<file path="src/rtl/icon_supply_regs.vh">
// Purpose: Command codes, field positions, reset values and counts for the
//          icon and supply command decoder.
// Assumes: Included by bare name from every design file that needs it.
// Notes:   Definitions only.
`ifndef ICON_SUPPLY_REGS_VH
`define ICON_SUPPLY_REGS_VH

// Register select values of the two command groups.
`define RS_DISPLAY_GROUP 2'h2
`define RS_SUPPLY_GROUP 2'h3

// Icon setup command: fixed upper six bits and its two flags.
`define ICON_SETUP_CODE 6'h02
`define ICON_ONLY_BIT 1
`define ICON_BLINK_BIT 0

// Pump control command: fixed upper five bits, enable and multiplier field.
`define PUMP_CTRL_CODE 5'h10
`define PUMP_ENABLE_BIT 2
`define MULT_MSB 1
`define MULT_LSB 0
`define MULT_DOUBLE 2'h0
`define MULT_TRIPLE 2'h1
`define MULT_QUAD 2'h2
`define MULT_DIRECT 2'h3

// Voltage code commands: fixed prefixes of the high and low halves.
`define CHAR_HIGH_PREFIX 3'h5
`define CHAR_LOW_PREFIX 4'h9
`define ICON_HIGH_PREFIX 3'h6
`define ICON_LOW_PREFIX 4'hE

// Voltage code width and reset values of all settings.
`define VCODE_WIDTH 9
`define VCODE_RESET 9'h000
`define FLAG_RESET 1'h0
`define MULT_RESET 2'h0

// Icon memory layout: even phase from 00h, odd phase from 28h, 40 words.
`define ICON_EVEN_BASE 7'h00
`define ICON_ODD_BASE 7'h28
`define ICON_LAST_INDEX 6'h27
`define ICON_ADDR_WIDTH 7
`define ICON_INDEX_WIDTH 6

// Multiplex ratios reported to the waveform logic.
`define MUX_TWO_LINE 5'h12
`define MUX_ONE_LINE 5'h09
`define MUX_ICON_ONLY 5'h02

`endif

</file>
<file path="src/rtl/level_sync.v">
// Purpose: Two flip-flop synchroniser for one level from another domain.
// Assumes: Destination clock is ref_clk; reset is synchronous, active high.
// Notes:   Only the second stage may be read by logic.
`default_nettype none

module level_sync (
  // Clock and reset.
  input wire ref_clk,
  input wire reset,
  // Asynchronous level in, synchronised level out.
  input wire async_in,
  output reg sync_out
);

  reg stage1_ff;

  // The first stage feeds the second stage only.
  always @(posedge ref_clk) begin
    if (reset) begin
      stage1_ff <= 1'h0;
      sync_out <= 1'h0;
    end else begin
      stage1_ff <= async_in;
      sync_out <= stage1_ff;
    end
  end

endmodule // level_sync

`default_nettype wire

</file>
<file path="src/rtl/icon_bit_memory.v">
// Purpose: Icon state memory, one bit per word, even and odd phase halves.
// Assumes: Single clock; one write port and one read port.
// Notes:   Read data come out of a register one cycle after the address.
`default_nettype none

module icon_bit_memory #(
  parameter ADDR_WIDTH = 7,
  parameter DEPTH = 80
) (
  // Clock.
  input wire ref_clk,
  // Write port.
  input wire wr_en,
  input wire [ADDR_WIDTH-1:0] wr_addr,
  input wire wr_bit,
  // Read port.
  input wire [ADDR_WIDTH-1:0] rd_addr,
  output reg rd_bit
);

  reg mem [0:DEPTH-1];

  // Write and registered read; out-of-range writes are dropped.
  always @(posedge ref_clk) begin
    if (wr_en && (wr_addr < DEPTH)) begin
      mem[wr_addr] <= wr_bit;
    end
    rd_bit <= mem[rd_addr];
  end

endmodule // icon_bit_memory

`default_nettype wire

</file>
<file path="src/rtl/icon_and_supply_command_decoder.v">
// Purpose: Decodes icon setup, charge pump and supply voltage command bytes,
//          holds the settings and scans icon states for the drivers.
// Assumes: Command bytes arrive as one-cycle strobes from the host bus layer
//          on ref_clk; the cursor blink phase arrives from another domain.
// Notes:   Analogue generation and waveform timing live elsewhere.
`default_nettype none
`include "icon_supply_regs.vh"

module icon_and_supply_command_decoder #(
  parameter ICON_COUNT = 40,
  parameter ICON_DEPTH = 80
) (
  // Clock and reset.
  input wire ref_clk,
  input wire reset,
  // Initialize command from the general command decoder, one-cycle pulse.
  input wire init_pulse,
  // Command byte strobe from the host bus layer.
  input wire cmd_valid,
  input wire cmd_read,
  input wire [1:0] register_select,
  input wire [7:0] cmd_data,
  // Icon memory write port from the memory access logic.
  input wire icon_wr_en,
  input wire [`ICON_ADDR_WIDTH-1:0] icon_wr_addr,
  input wire icon_wr_bit,
  // Display format and cursor blink phase.
  input wire two_line_mode,
  input wire cursor_blink_phase,
  // Settings towards display and supply logic.
  output reg icon_only_select,
  output reg icon_blink_enable,
  output reg pump_enable,
  output reg [1:0] multiplier_select,
  output reg [`VCODE_WIDTH-1:0] char_mode_voltage_code,
  output reg [`VCODE_WIDTH-1:0] icon_mode_voltage_code,
  output reg [`VCODE_WIDTH-1:0] lcd_supply_output,
  output reg [4:0] mux_ratio,
  output reg chars_driven,
  // Icon state scan towards the icon drivers.
  output reg [`ICON_INDEX_WIDTH-1:0] icon_index,
  output reg icon_state,
  output reg icon_state_valid,
  output reg odd_phase_active
);

  ////////////////////////////////////////////////////////////////////////////
  // Helper functions.

  // Replace the upper five bits of a voltage code, keeping the lower four.
  function [`VCODE_WIDTH-1:0] merge_high;
    input [`VCODE_WIDTH-1:0] code;
    input [4:0] bits;
    begin
      merge_high = {bits, code[3:0]};
    end
  endfunction

  // Replace the lower four bits of a voltage code, keeping the upper five.
  function [`VCODE_WIDTH-1:0] merge_low;
    input [`VCODE_WIDTH-1:0] code;
    input [3:0] bits;
    begin
      merge_low = {code[8:4], bits};
    end
  endfunction

  // Icon memory address of an icon in the chosen phase.
  function [`ICON_ADDR_WIDTH-1:0] icon_address;
    input [`ICON_INDEX_WIDTH-1:0] index;
    input odd;
    begin
      if (odd) begin
        icon_address = `ICON_ODD_BASE + {1'h0, index};
      end else begin
        icon_address = `ICON_EVEN_BASE + {1'h0, index};
      end
    end
  endfunction

  ////////////////////////////////////////////////////////////////////////////
  // Command decode.

  wire write_cmd;
  wire display_write;
  wire supply_write;
  wire hit_icon_setup;
  wire hit_pump;
  wire hit_char_high;
  wire hit_char_low;
  wire hit_icon_high;
  wire hit_icon_low;

  // Only writes are commands; reads of these settings are not decoded here.
  assign write_cmd = cmd_valid && !cmd_read;
  assign display_write = write_cmd && (register_select == `RS_DISPLAY_GROUP);
  assign supply_write = write_cmd && (register_select == `RS_SUPPLY_GROUP);
  assign hit_icon_setup = display_write && (cmd_data[7:2] == `ICON_SETUP_CODE);
  assign hit_pump = supply_write && (cmd_data[7:3] == `PUMP_CTRL_CODE);
  assign hit_char_high = supply_write && (cmd_data[7:5] == `CHAR_HIGH_PREFIX);
  assign hit_char_low = supply_write && (cmd_data[7:4] == `CHAR_LOW_PREFIX);
  assign hit_icon_high = supply_write && (cmd_data[7:5] == `ICON_HIGH_PREFIX);
  assign hit_icon_low = supply_write && (cmd_data[7:4] == `ICON_LOW_PREFIX);

  ////////////////////////////////////////////////////////////////////////////
  // Settings registers.

  reg icon_only_ff;
  reg blink_enable_ff;
  reg pump_enable_ff;
  reg [1:0] mult_ff;
  reg [`VCODE_WIDTH-1:0] char_code_ff;
  reg [`VCODE_WIDTH-1:0] icon_code_ff;
  reg [`VCODE_WIDTH-1:0] nxt_char_code;
  reg [`VCODE_WIDTH-1:0] nxt_icon_code;

  // Next voltage codes; a half write touches only its own bits.
  always @* begin
    nxt_char_code = char_code_ff;
    nxt_icon_code = icon_code_ff;
    if (hit_char_high) begin
      nxt_char_code = merge_high(char_code_ff, cmd_data[4:0]);
    end else if (hit_char_low) begin
      nxt_char_code = merge_low(char_code_ff, cmd_data[3:0]);
    end
    if (hit_icon_high) begin
      nxt_icon_code = merge_high(icon_code_ff, cmd_data[4:0]);
    end else if (hit_icon_low) begin
      nxt_icon_code = merge_low(icon_code_ff, cmd_data[3:0]);
    end
  end

  // Settings load on their commands and clear on reset or initialize.
  always @(posedge ref_clk) begin
    if (reset || init_pulse) begin
      icon_only_ff <= `FLAG_RESET;
      blink_enable_ff <= `FLAG_RESET;
      pump_enable_ff <= `FLAG_RESET;
      mult_ff <= `MULT_RESET;
      char_code_ff <= `VCODE_RESET;
      icon_code_ff <= `VCODE_RESET;
    end else begin
      if (hit_icon_setup) begin
        icon_only_ff <= cmd_data[`ICON_ONLY_BIT];
        blink_enable_ff <= cmd_data[`ICON_BLINK_BIT];
      end
      if (hit_pump) begin
        pump_enable_ff <= cmd_data[`PUMP_ENABLE_BIT];
        mult_ff <= cmd_data[`MULT_MSB:`MULT_LSB];
      end
      char_code_ff <= nxt_char_code;
      icon_code_ff <= nxt_icon_code;
    end
  end

  ////////////////////////////////////////////////////////////////////////////
  // Mode-dependent outputs.

  reg [`VCODE_WIDTH-1:0] nxt_supply;
  reg [4:0] nxt_ratio;

  // Icon-only mode picks the 1:2 ratio and the icon voltage code.
  always @* begin
    if (icon_only_ff) begin
      nxt_supply = icon_code_ff;
      nxt_ratio = `MUX_ICON_ONLY;
    end else begin
      nxt_supply = char_code_ff;
      nxt_ratio = two_line_mode ? `MUX_TWO_LINE : `MUX_ONE_LINE;
    end
  end

  // All settings leave the block through flip-flops.
  always @(posedge ref_clk) begin
    if (reset) begin
      icon_only_select <= `FLAG_RESET;
      icon_blink_enable <= `FLAG_RESET;
      pump_enable <= `FLAG_RESET;
      multiplier_select <= `MULT_RESET;
      char_mode_voltage_code <= `VCODE_RESET;
      icon_mode_voltage_code <= `VCODE_RESET;
      lcd_supply_output <= `VCODE_RESET;
      mux_ratio <= `MUX_ONE_LINE;
      chars_driven <= 1'h1;
    end else begin
      icon_only_select <= icon_only_ff;
      icon_blink_enable <= blink_enable_ff;
      pump_enable <= pump_enable_ff;
      multiplier_select <= mult_ff;
      char_mode_voltage_code <= char_code_ff;
      icon_mode_voltage_code <= icon_code_ff;
      lcd_supply_output <= nxt_supply;
      mux_ratio <= nxt_ratio;
      chars_driven <= !icon_only_ff;
    end
  end

  ////////////////////////////////////////////////////////////////////////////
  // Blink phase: cursor blink level comes from the oscillator domain.

  wire blink_phase_sync;
  reg blink_phase_last_ff;
  wire phase_edge;

  level_sync u_phase_sync (
    .ref_clk(ref_clk),
    .reset(reset),
    .async_in(cursor_blink_phase),
    .sync_out(blink_phase_sync)
  );

  // A phase change restarts the scan; an icon blink enable change does not, so a sweep can then mix two phases.
  always @(posedge ref_clk) begin
    if (reset) begin
      blink_phase_last_ff <= 1'h0;
    end else begin
      blink_phase_last_ff <= blink_phase_sync;
    end
  end

  assign phase_edge = blink_phase_sync != blink_phase_last_ff;

  ////////////////////////////////////////////////////////////////////////////
  // Icon scan: read each icon's bit for the current phase, one every two cycles.

  localparam SCAN_READ = 1'b0;
  localparam SCAN_LATCH = 1'b1;

  reg scan_state_ff;
  reg [`ICON_INDEX_WIDTH-1:0] scan_index_ff;
  reg scan_odd_ff;
  wire [`ICON_ADDR_WIDTH-1:0] scan_addr;
  wire use_odd;
  wire mem_bit;

  // Odd half of the cursor blink selects odd bits only while blinking.
  assign use_odd = blink_enable_ff && blink_phase_sync;

  // The address reaches the memory unregistered, so the bit read on the READ edge
  // is the one latched on the LATCH edge; a registered address would add a cycle
  // and hand over the bit of the previous icon instead.
  assign scan_addr = icon_address(scan_index_ff, use_odd);

  icon_bit_memory #(
    .ADDR_WIDTH(`ICON_ADDR_WIDTH),
    .DEPTH(ICON_DEPTH)
  ) u_icon_mem (
    .ref_clk(ref_clk),
    .wr_en(icon_wr_en),
    .wr_addr(icon_wr_addr),
    .wr_bit(icon_wr_bit),
    .rd_addr(scan_addr),
    .rd_bit(mem_bit)
  );

  // Scan state machine: issue address, then latch the registered bit.
  always @(posedge ref_clk) begin
    if (reset || phase_edge) begin
      scan_state_ff <= SCAN_READ;
      scan_index_ff <= {`ICON_INDEX_WIDTH{1'b0}};
      scan_odd_ff <= 1'h0;
      icon_index <= {`ICON_INDEX_WIDTH{1'b0}};
      icon_state <= 1'h0;
      icon_state_valid <= 1'h0;
      odd_phase_active <= 1'h0;
    end else begin
      case (scan_state_ff)
        SCAN_READ: begin
          scan_odd_ff <= use_odd;
          icon_state_valid <= 1'h0;
          scan_state_ff <= SCAN_LATCH;
        end
        SCAN_LATCH: begin
          icon_index <= scan_index_ff;
          icon_state <= mem_bit;
          icon_state_valid <= 1'h1;
          odd_phase_active <= scan_odd_ff;
          if (scan_index_ff == `ICON_LAST_INDEX) begin
            scan_index_ff <= {`ICON_INDEX_WIDTH{1'b0}};
          end else begin
            scan_index_ff <= scan_index_ff + 1'b1;
          end
          scan_state_ff <= SCAN_READ;
        end
        default: begin
          scan_state_ff <= SCAN_READ;
        end
      endcase
    end
  end

endmodule // icon_and_supply_command_decoder

`default_nettype wire

</file>
<file path="config.mk">
export PLATFORM = sky130hd
export DESIGN_NAME = icon_and_supply_command_decoder
export DESIGN_NICKNAME = d
export VERILOG_FILES = /design/src/rtl/level_sync.v /design/src/rtl/icon_bit_memory.v /design/src/rtl/icon_and_supply_command_decoder.v
export VERILOG_INCLUDE_DIRS = /design/src /design/src/rtl
export SDC_FILE = /design/constraint.sdc
export NUM_CORES = 1
export LEC_CHECK = 0
export BUFFER_PORTS_ARGS = -buffer_cell sky130_fd_sc_hd__buf_2
export CAP_MARGIN = 5
export CELL_PAD_IN_SITES_DETAIL_PLACEMENT = 1
export CELL_PAD_IN_SITES_GLOBAL_PLACEMENT = 1
export CORE_MARGIN = 5
export CORE_UTILIZATION = 51
export DETAILED_ROUTE_END_ITERATION = 8
export PLACE_DENSITY = 0.94
export SYNTH_ARGS = -nofsm -noshare
export SYNTH_HDL_FRONTEND = slang
export SYNTH_SLANG_ARGS = --single-unit
</file>
<file path="constraint.sdc">
create_clock -name ref_clk -period 3.8 [get_ports ref_clk]
set_clock_uncertainty 0.1 [all_clocks]
set_input_delay 0.19 -clock ref_clk [delete_from_list [all_inputs] [get_ports ref_clk]]
set_output_delay 0.19 -clock ref_clk [all_outputs]
set_load 0.01 [all_outputs]
</file>
==> Word level (Yosys, flattened, before mapping) <==
Memory sizes are Yosys's and may differ from the RTL's. A register that Yosys moved wholly into a read port is not among the register bits.
Cells that the tools add are included.
{ "op_classes": {"n_addsub": 2, "n_lt_le_gt_ge": 1, "eq_ne": 10, "mux": 13, "n_bitwise": 3, "reduce_logical": 18} }
{ "op_table": {"columns": ["cell", "count"], "rows": [
  ["2-to-1 mux 9 bit", 3],
  ["2-to-1 mux 4 bit", 3],
  ["logical AND 1 bit", 11],
  ["== test 4 bit (second input constant)", 2],
  ["adder 6 x 6 -> 7 bit (first input constant)", 1],
  ["less-than comparator 7 bit (second input constant)", 1],
  ["2-to-1 mux 7 bit", 1],
  ["adder 6 x 1 -> 6 bit (second input constant)", 1],
  ["== test 3 bit (second input constant)", 2],
  ["== test 6 x 2 -> 1 bit (second input constant)", 1],
  ["== test 6 bit (second input constant)", 1],
  ["2-to-1 mux 6 bit", 1],
  ["== test 5 bit (second input constant)", 1],
  ["2-to-1 mux 5 bit", 1],
  ["== test 2 bit (second input constant)", 2],
  ["one-hot mux 1 bit (2 select lines)", 2],
  ["AND reduction 2 bit", 2],
  ["NOT 1 bit", 3],
  ["zero test 1 bit", 2],
  ["logical OR 1 bit", 2],
  ["2-to-1 mux 1 bit", 2],
  ["OR reduction 2 bit", 1],
  ["!= test 1 bit", 1]
]} }
{ "totals": {"register_bits": 81, "mem_bits_rw": 80, "inputBits": 26, "output_inout_bits": 47, "word_cells": 76, "mem_count": 1} }
{ "mem_list": {"columns": ["name", "words", "width", "rd", "rd_clocked_by_memory_dff", "write_ports", "line_no", "source"], "rows": [
  ["u_icon_mem.mem", 80, 1, 1, 1, 1, "icon_bit_memory.v:21", "reg mem [0:DEPTH-1];"]
]} }

==> Logic depth before layout (Yosys ltp) <==
Gate-level depths: netlist of run 1.
{ "logic_depth": {"word_depth": 6, "mapped_depth": 8} }

==> By module <==
Synthesis of run 1 repeated with hierarchy kept, for this count alone.
{ "unflattened": {"hier_cells": 528, "area_unflattened_um2": 6414.9} }
{ "by_module_without_submodules": {"columns": ["mod", "n_inst", "cells_per_inst", "area_each_um2"], "rows": [
  ["icon_bit_memory", 1, 259, 3638.5],
  ["icon_and_supply_command_decoder", 1, 265, 2723.9],
  ["level_sync", 1, 4, 52.6]
]} }

==> Worst setup path after synthesis of run 1 <==
OpenSTA, ideal clock, no wires.
{ "synth_path": {"kind": "reg-to-reg", "from": "register scan_index_ff[1]", "to": "register u_icon_mem.rd_bit, read port of u_icon_mem.mem", "setup_ns": 0.135, "t_arrival_ns": 1.837, "path_slack_ns": 1.728, "stages_incl_launch_ff": 8, "synth_period_minus_slack_ns": 2.072, "path_cell_list": "dfxtp_1 -> buf_2 -> buf_2 -> clkbuf_1 -> mux4_1 -> mux2_2 -> a22oi_1 -> o2111ai_1"} }
{ "synth_via": {"elab_chain_len": 2} }
{ "synth_lines": {"columns": ["item", "line_no", "source"], "rows": [
  ["start: declaration", "icon_and_supply_command_decoder.v:230", "reg [`ICON_INDEX_WIDTH-1:0] scan_index_ff;"],
  ["start signal: assignment", "icon_and_supply_command_decoder.v:260", "scan_index_ff <= {`ICON_INDEX_WIDTH{1'b0}};"],
  ["start signal: assignment", "icon_and_supply_command_decoder.v:279", "scan_index_ff <= {`ICON_INDEX_WIDTH{1'b0}};"],
  ["start signal: assignment", "icon_and_supply_command_decoder.v:281", "scan_index_ff <= scan_index_ff + 1'b1;"],
  ["adder 6 x 6 -> 7 bit (no source line)", null, null],
  ["2-to-1 mux 7 bit *", "icon_and_supply_command_decoder.v:73", "if (odd) begin"],
  ["end: declaration", "icon_bit_memory.v:18", "output reg rd_bit"]
]} }
Every way passes the cells marked *; elsewhere a longest branch is shown, timed or not.
A chain may end at the register's enable or synchronous reset.

==> Worst setup path after layout of run 1 <==
{ "layout_path": {"from": "register scan_index_ff[0]", "to": "register u_icon_mem.rd_bit, read port of u_icon_mem.mem"} }
The elaborated chain is that of the path after synthesis.

==> impl_metrics.toml, run 1 <==
[synth]
yosys.area.top_type = "edfxtp_1"
asyncSetResetFlopFracSynth_pct = 0
synth_cell_types = 44
dominantRegCellSynth = "edfxtp_1"
ys_seq_area_share_pct = 63.2
synthesis.area_per_instance_um2 = 12.9
synth_edf_count = 80
syn_nets = 520
yosys.area.top_type_share_pct = 37.9
synth.ff_latch_count = 160
synth.area.top_cells = "edfxtp_1, dfxtp_1, nor2_1"
ys.warnings.count = 0
synthCells = 492
syn_area_um2 = 6330

[sta]
setup_tns_ps = 0
whs_ps = 46.8
layout_min_cycle_time_ps = 2660
worstMarginPinSlew_ps = 1200
timing.final.crit_share_pct = 70.0
finalSetupViolCount = 0
report.final.hold_viol_count = 0
slew-limit-headroom_pct = 19.9
fmax_mhz = 376
setup_repair_after_global_routing_missed_its_margin = "no"
slew_viol_final = 0

[layout]
syn_to_final_growth_pct = 16.8
numnets_final = 591
layout_cell_share_with_drive_strength_beyond_1_pct = 22.2
filler_cell_count = 1242
layout.cells.most_common = "nor2_1"
insertedDiodeCount = 0
utilization_pct = 61.0
non_filler_instance_count_after_layout = 744
layout_common_cells = "nor2_1, dfxtp_1, edfxtp_1, buf_2, mux2i_1"

[cts]
cts_repair_resize_count = 0
clkSinkCount = 160
clock_tree.buffer_depth = 2
tritoncts.num_buffers = 17
clkSlewWorstSetupHoldPaths_ps = 60
post-cts-setup-buffers = 0
cts_tree = "yes"
clock_tree.root_cell = "clkbuf_16"
clock_latency_ps = 430
h-tree-depth = 4

[critical_path]
setup.worst_path.end = "u_icon_mem.rd_bit"
worstSetupPathType = "reg2reg"
worstPathRequired_ps = 4000
reg2regPathDepth = 5
worstSetupStartpoint = "scan_index_ff[0]"
critical_path.reg2reg.startpoint = "scan_index_ff[0]"
r2r_setup_slack_ps = 1140
endpoint_kind = "flop"
worst-path-max-fanout = 14
worst_r2r_endpoint = "u_icon_mem.rd_bit"
timing.critical_path.from_type = "flop"
worst_ep_arrival_time_ps = 2850

[drt]
vias_per_cell = 5.62
detailed_route_drc_error_count = 0
via_count = 4184
drt_pre_antenna_iters = 4
detail_route.wirelength_um = 16300
route.antenna.remaining_nets = 0
wire_per_inst_um = 22.0
detail_route.iter0.violations = 318

[global_routing]
groute.usage.overall_pct = 23.4
grt_max_degree = 81
grt_pass1_vias = 4460
grt_antenna_before_repair = 0
grt_first_pass_wirelength_um = 25400
global_route.overflow_total = 0

[floorplan]
chipWidth_um = 121
placement_rows = 40
floorplan.core_area_um2 = 12100
die_area_um2 = 14700
die-height_um = 121
effective_utilization_at_floorplan_pct = 52.3
io_pins = 73

[power_and_ir_drop]
power_frac_seq_pct = 50.4
cellPowerDensity_nw_per_um2 = 494
internal-power_w = 0.00285
power.share.combinational_pct = 4.2
switching_power_w = 0.000802
clockPowerShare_pct = 45.4
max-vdd-ir-drop_uv = 301
leakage_nw = 2.67
switching_power_as_a_share_of_total_power_pct = 21.9

[placement]
place_congestion = 0.805
place_inst = 709
detailed_place_hpwl_um = 10900
io_buffer_count = 71

[hold_path]
min-delay-path-class = "in2reg"
whs_path_depth = 3

[run_status]
status = "finished clean"

[job]
max_cap_viol_count = 0
==> synthesized netlist by cell type, types with 2 or more instances <==
cell      instances
edfxtp_1         80
nand2_1          14
dfxtp_1          80
buf_2             5
nand4_1           2
nor2b_1          31
mux4_1           12
buf_4             2
a21oi_1           2
ha_1              2
xnor2_1           3
nor3b_1           4
nand2b_1          3
clkbuf_1         13
buf_1             2
mux2_2           13
nor3_1            5
o21ai_0           2
xor2_1            4
inv_1             6
nor4_1            2
a22oi_1           2
nand3b_1          5
nor2_1          127
mux4_2            8
nor3b_2           2
mux2i_1          37
nand3_1           7
or2_2             2
==> how the worst min path moves through the flow <==
stage	slack, ps	startpoint	to
3_3_place_gp	310	cursor_blink_phase	u_phase_sync.stage1_ff
6_report	50	cmd_data[2]	pump_enable_ff
3_5_place_dp	310	cursor_blink_phase	u_phase_sync.stage1_ff
5_1_grt	40	cmd_data[2]	pump_enable_ff
2_1_floorplan	190	icon_wr_bit	u_icon_mem.mem[0]
4_1_cts	30	cmd_data[2]	pump_enable_ff
==> sequential cells by signal, indices dropped and copies added (netlist names), 2 cells and up <==
signal                  cells
u_icon_mem.mem             80
char_code_ff                9
char_mode_voltage_code      9
icon_code_ff                9
icon_mode_voltage_code      9
lcd_supply_output           9
icon_index                  6
scan_index_ff               6
mux_ratio                   3
mult_ff                     2
multiplier_select           2
==> worst max-delay path, cell delays in order (launching register included) <==
cell	delay [ps]
dfxtp_1	660
buf_4	360
mux4_1	660
mux4_2	510
nand3b_1	110
o2111ai_1	120
==> layer usage <==
layer / vias up / track usage [%] / wire (um) / share of wire, %
met5: - / 0 / 0 / 0
met4: 0 / 9.38 / 452 / 2.8
met3: 35 / 5.64 / 876 / 5.4
met2: 165 / 42.2 / 8700 / 53
met1: 2099 / 26.6 / 6310 / 39
li1: 1885 / - / - / -
==> what timing repair did <==
action                                  4_1_cts  5_1_grt
hold buffers                                  3        0
endpoints found under the hold margin         4        0
endpoints found under the setup margin        0        0
==> layout make-up <==
type                            instances  area [um^2]  area share (%)
Sequential cell                       160         4000            54.2
Multi-Input combinational cell        302         2180            29.5
Clock buffer                           19          433            5.86
Timing Repair Buffer                   76          400            5.42
Tap cell                              168          210            2.84
Clock inverter                         13          140            1.90
Inverter                                6         22.5           0.305
==> cells by family after synthesis <==
family	Yosys count	synth area share (%)
AND/OR/NAND/NOR	210	15.7
AO/OA/AOI/OAI	12	1.40
adder cells (fa/ha/maj)	2	0.395
buffers and inverters	30	2.29
other	1	0.0592
XOR/XNOR	7	0.968
multiplexers	70	16.0
flip-flops	160	63.2
==> power by group through the flow <==
stage	registers, W	clock network [W]	logic (W)
final	0.00184	0.00166	0.000154
after global routing	0.00184	0.00175	0.000165
after CTS	0.00184	0.00167	0.000154
after detailed placement	0.00188	0	0.000148
after global placement	0.00188	0	0.000137
after floorplan	0.00186	0	0.000106
==> per-stage QoR <==
stage	instance area, um^2	worst slack, ps	power, W
2_1_floorplan	6330	1730	0.00197
3_3_place_gp	6790	1360	0.00201
3_5_place_dp	6790	1250	0.00203
4_1_cts	7390	1160	0.00367
5_1_grt	7390	1070	0.00376
6_report	7390	1140	0.00365
No activity file was read; power rests on OpenSTA's default activity.
==> inputs of run 2 (changes only) <==
--- a/config.mk
+++ b/config.mk
@@ -11,9 +11,9 @@
 export CELL_PAD_IN_SITES_DETAIL_PLACEMENT = 1
 export CELL_PAD_IN_SITES_GLOBAL_PLACEMENT = 1
 export CORE_MARGIN = 5
-export CORE_UTILIZATION = 51
+export CORE_UTILIZATION = 43
 export DETAILED_ROUTE_END_ITERATION = 8
-export PLACE_DENSITY = 0.94
+export PLACE_DENSITY = 0.86
 export SYNTH_ARGS = -nofsm -noshare
 export SYNTH_HDL_FRONTEND = slang
 export SYNTH_SLANG_ARGS = --single-unit
==> constraint.sdc (replaced) <==
create_clock -name ref_clk -period 2.37 [get_ports ref_clk]
set_clock_uncertainty 0.1 [all_clocks]
set_input_delay 0.1185 -clock ref_clk [delete_from_list [all_inputs] [get_ports ref_clk]]
set_output_delay 0.1185 -clock ref_clk [all_outputs]
set_load 0.01 [all_outputs]
==> run 2 against run 1 <==
Against the previous run:
- die area rose by 17%
- maximum frequency rose by 20%
- critical path depth did not move
- non-clock buffer count rose by 14
- final area rose by 2.9%
- via count fell by 2.6%
- hold slack improved by 15 ps
==> impl_metrics.toml, run 2 (synthesized netlist as in run 1, its figures left out) <==
[run_status]
status = "finished clean"

[sta]
setup_repair_after_global_routing_missed_its_margin = "no"
setup_tns_ps = 0
fmax_mhz = 450
slew_viol_final = 0
finalSetupViolCount = 0
report.final.hold_viol_count = 0
slew-limit-headroom_pct = 55.6
setup_slack_ps = 148
timing.final.crit_share_pct = 93.8
layout_min_cycle_time_ps = 2220
worstMarginPinSlew_ps = 665

[power_and_ir_drop]
total_power_w = 0.00603
cellPowerDensity_nw_per_um2 = 792
leakage_nw = 2.77
max-vdd-ir-drop_uv = 521

[layout]
filler_cell_count = 1498
layout_common_cells = "nor2_1, dfxtp_1, edfxtp_1, buf_2, mux2i_1"
numnets_final = 605
syn_to_final_growth_pct = 20.1
regMostFlops = "u_icon_mem.mem"
layout_cell_share_with_drive_strength_beyond_1_pct = 23.7
layout.cells.most_common = "nor2_1"
multi_input_comb_area_um2 = 2180
final-seq-area_um2 = 4000
non_filler_instance_count_after_layout = 774
largest_reg_flops = 80
insertedDiodeCount = 0

[placement]
place_inst = 734
io_buffer_count = 71
pre_cts_ws_ps = 261
detailed_place_hpwl_um = 9870
place_congestion = 0.845

[drt]
detailed_route_drc_error_count = 0
vias_per_cell = 5.26
wire_per_inst_um = 19.5
detail_route.wirelength_um = 15100
route.antenna.remaining_nets = 0
drt_pre_antenna_iters = 4
detail_route.iter0.violations = 246
via_count = 4074

[hold_path]
whs_path_depth = 4
min-delay-path-class = "in2reg"
worstHoldEndpoint = "char_code_ff[1]"
min-delay-start = "cmd_data[5]"

[global_routing]
global_route.overflow_total = 0
grt_pass1_vias = 4445
grt_first_pass_wirelength_um = 24400
groute.usage.overall_pct = 17.9
grt_antenna_before_repair = 0
grt_max_degree = 40

[cts]
cts_repair_resize_count = 0
h-tree-depth = 4
post-cts-setup-buffers = 0
tritoncts.num_buffers = 17
clkSlewWorstSetupHoldPaths_ps = 70
clock_tree.root_cell = "clkbuf_16"
cts_hold_repair.buffers = 8
clock_latency_ps = 440
clkSinkCount = 160
cts_tree = "yes"
clock_tree.buffer_depth = 2

[floorplan]
io_pins = 73
die-height_um = 131
chipWidth_um = 131
floorplan.core_area_um2 = 14500
effective_utilization_at_floorplan_pct = 43.7
die_area_um2 = 17300
placement_rows = 44

[critical_path]
worst_r2r_endpoint = "u_icon_mem.rd_bit"
r2r_setup_slack_ps = 150
critical_path.reg2reg.startpoint = "scan_index_ff[0]"
reg2regPathDepth = 5
worst-path-max-fanout = 17
worstPathRequired_ps = 2540
endpoint_kind = "flop"
timing.critical_path.from_type = "flop"
worst_ep_arrival_time_ps = 2390
worstSetupPathType = "reg2reg"

[job]
max_cap_viol_count = 0
## run 2: area by class of cell
class	instances	area share [%]
Multi-Input combinational cell	302	28.7
Inverter	6	0.296
Tap cell	184	3.03
Clock inverter	12	1.78
Clock buffer	20	6.43
Timing Repair Buffer	90	7.14
Sequential cell	160	52.6
## run 2: worst max-delay path by stage
stage	start	end	slack, ps	depth (start not counted)
2_1_floorplan	scan_index_ff[1]	u_icon_mem.rd_bit	300	7
3_3_place_gp	scan_index_ff[0]	u_icon_mem.rd_bit	310	5
3_5_place_dp	scan_index_ff[0]	u_icon_mem.rd_bit	260	5
4_1_cts	scan_index_ff[0]	u_icon_mem.rd_bit	160	5
5_1_grt	scan_index_ff[0]	u_icon_mem.rd_bit	80	5
6_report	scan_index_ff[0]	u_icon_mem.rd_bit	150	5
## run 2: critical path, cell delays in order (launching register included)
cell       delay [ps]
dfxtp_1           380
buf_12            190
mux4_1            600
mux4_2            480
mux2i_1           170
o2111ai_1         150
## run 2: routing by layer
layer  share of wire [%]  up-vias  wire length [um]  GRT usage, %
met5                   0        -                 0             0
met4                 1.7        0               263          5.83
met3                 5.0       21               758          4.97
met2                  51      113              7700          30.7
met1                  42     2022              6360          21.8
li1                    -     1918                 -             -
## run 2: report_power, final
group | total (W) | internal, W | switching, W
Combinational | 0.000282 | 0.000122 | 0.000161
Clock | 0.00281 | 0.00164 | 0.00117
Sequential | 0.00293 | 0.00292 | 0.0000155
Total | 0.00603 | 0.00468 | 0.00135
## run 2: stage by stage
step	cell area, um^2	utilization (%)	hold slack, ps
3_3_place_gp	6900	47.7	255
2_1_floorplan	6330	-	117
4_1_cts	7610	52.5	54.6
6_report	7610	52.5	62.0
3_5_place_dp	6900	47.7	257
5_1_grt	7610	52.5	111
==> inputs of run 3 (changes only) <==
--- a/config.mk
+++ b/config.mk
@@ -13,7 +13,7 @@
 export CORE_MARGIN = 5
 export CORE_UTILIZATION = 43
 export DETAILED_ROUTE_END_ITERATION = 8
-export PLACE_DENSITY = 0.86
+export PLACE_DENSITY = 0.76
 export SYNTH_ARGS = -nofsm -noshare
 export SYNTH_HDL_FRONTEND = slang
 export SYNTH_SLANG_ARGS = --single-unit
==> run 3 against run 2 <==
Against the previous run:
- sequential power about the same
- first-iteration DRC count increased by 31%
- cell count decreased by 0.13%
- sequential share of layout area increased by 0.87 points
- non-clock buffer count unchanged
- critical path type unchanged
- largest power group unchanged
==> impl_metrics.toml, run 3 (synthesized netlist as in run 1, its figures left out) <==
[critical_path]
worst-path-max-fanout = 12
r2r_setup_slack_ps = 260
worstSetupStartpoint = "scan_index_ff[0]"
reg2regPathDepth = 5
endpoint_kind = "flop"
worstPathRequired_ps = 2570
worstSetupPathType = "reg2reg"
timing.critical_path.from_type = "flop"
worst_r2r_endpoint = "u_icon_mem.rd_bit"
worst_ep_arrival_time_ps = 2310
critical_path.reg2reg.startpoint = "scan_index_ff[0]"

[drt]
route.antenna.remaining_nets = 0
drt_pre_antenna_iters = 4
detail_route.iter0.violations = 323
vias_per_cell = 5.22
via_count = 4033
detailed_route_drc_error_count = 0
wire_per_inst_um = 18.4
detail_route.wirelength_um = 14200

[power_and_ir_drop]
switching_power_w = 0.00122
switching_power_as_a_share_of_total_power_pct = 21.5
clockPowerShare_pct = 43.4
leakage_nw = 2.71
power.share.combinational_pct = 4.8
total_power_w = 0.00567
internal-power_w = 0.00445
cellPowerDensity_nw_per_um2 = 758
power_frac_seq_pct = 51.8
max-vdd-ir-drop_uv = 528

[run_status]
status = "finished clean"

[sta]
layout_min_cycle_time_ps = 2110
report.final.hold_viol_count = 0
setup_repair_after_global_routing_missed_its_margin = "no"
worstMarginPinSlew_ps = 698
finalSetupViolCount = 0
timing.final.crit_share_pct = 89.0
slew-limit-headroom_pct = 53.5
fmax_mhz = 474
slew_viol_final = 0
setup_tns_ps = 0

[cts]
clkSinkCount = 160
clock_latency_ps = 430
tritoncts.num_buffers = 17
clock_tree.root_cell = "clkbuf_16"
cts_tree = "yes"
clkSlewWorstSetupHoldPaths_ps = 60
h-tree-depth = 4
post-cts-setup-buffers = 0
clock_tree.buffer_depth = 2

[floorplan]
die_area_um2 = 17300
floorplan.core_area_um2 = 14500
effective_utilization_at_floorplan_pct = 43.7
placement_rows = 44
io_pins = 73
die-height_um = 131
chipWidth_um = 131

[layout]
layout_common_cells = "nor2_1, dfxtp_1, edfxtp_1, buf_2, mux2i_1"
filler_cell_count = 1495
layout.cells.most_common = "nor2_1"
largest_reg_flops = 80
numnets_final = 605
syn_to_final_growth_pct = 18.2
finished_cell_area_um2 = 7480
regMostFlops = "u_icon_mem.mem"
layout_cell_share_with_drive_strength_beyond_1_pct = 22.8
insertedDiodeCount = 0

[hold_path]
whs_path_depth = 4
worstHoldEndpoint = "char_code_ff[0]"
min-delay-path-class = "in2reg"
min-delay-start = "cmd_data[5]"

[global_routing]
grt_antenna_before_repair = 0
grt_max_degree = 81
grt_pass1_vias = 4311
grt_first_pass_wirelength_um = 23300
groute.usage.overall_pct = 17.1
global_route.overflow_total = 0

[placement]
detailed_place_hpwl_um = 9660
detailed_place.area_um2 = 6880
io_buffer_count = 71
place_congestion = 0.782

[job]
max_cap_viol_count = 0
==> run 3: cell count changes in the layout (fill, tap and decap cells not counted), sizes merged <==
cell      previous run  this run
inv                 13         7
clkinvlp             1         5
clkinv               3         6
clkbuf              20        18
==> run 3: final cells by class <==
type	instances	area (um^2)	share of cell area, %
repair buffers	90	518	6.92
inverters	6	22.5	0.301
clock buffers	18	429	5.73
multi-input cells	302	2180	29.2
flip-flops and latches	160	4000	53.5
clock inverters	13	96.3	1.29
well taps	184	230	3.08
==> run 3: worst max-delay path: stages (launching register included) <==
cell       delay, ps
dfxtp_1          350
buf_4            250
mux4_1           580
mux4_2           490
nand3b_1         100
o2111ai_1        110
==> run 3: worst max-delay path by stage <==
stage / endpoint / slack (ps)
detailed placement: u_icon_mem.rd_bit / 290
floorplan: u_icon_mem.rd_bit / 300
CTS: u_icon_mem.rd_bit / 270
global route: u_icon_mem.rd_bit / 180
global placement: u_icon_mem.rd_bit / 350
finish: u_icon_mem.rd_bit / 260
==> run 3: metrics by stage <==
stage          cells  setup slack (ps)  hold slack [ps]  util, %
3_5_place_dp     734               286              243     47.5
6_report         773               262             60.8     51.7
2_1_floorplan    492               298              117        -
5_1_grt          773               180             92.0     51.7
4_1_cts          773               274             48.3     51.7
3_3_place_gp     734               349              253     47.5
==> run 3: layer usage <==
layer  share of wire, %  vias up  GRT usage (%)  wire, um
li1                   -     1907              -         -
met1                 45     2014           22.1      6450
met2                 48       92           27.5      6850
met3                5.1       20           5.85       732
met4                1.3        0           4.97       182
met5                  0        -              0         0
==> run 3: power groups by stage <==
stage / clock, W / sequential (W) / combinational, W
floorplan: 0 / 0.00299 / 0.000170
global placement: 0 / 0.00299 / 0.000255
detailed placement: 0 / 0.00299 / 0.000266
CTS: 0.00251 / 0.00293 / 0.000277
global route: 0.00264 / 0.00293 / 0.000300
finish: 0.00246 / 0.00293 / 0.000274
==> run 3: timing repair <==
action / in CTS / in global routing
resized for setup: 0 / 0
hold endpoints to repair: 32 / 0
setup endpoints to repair: 0 / 0
hold buffers: 8 / 0
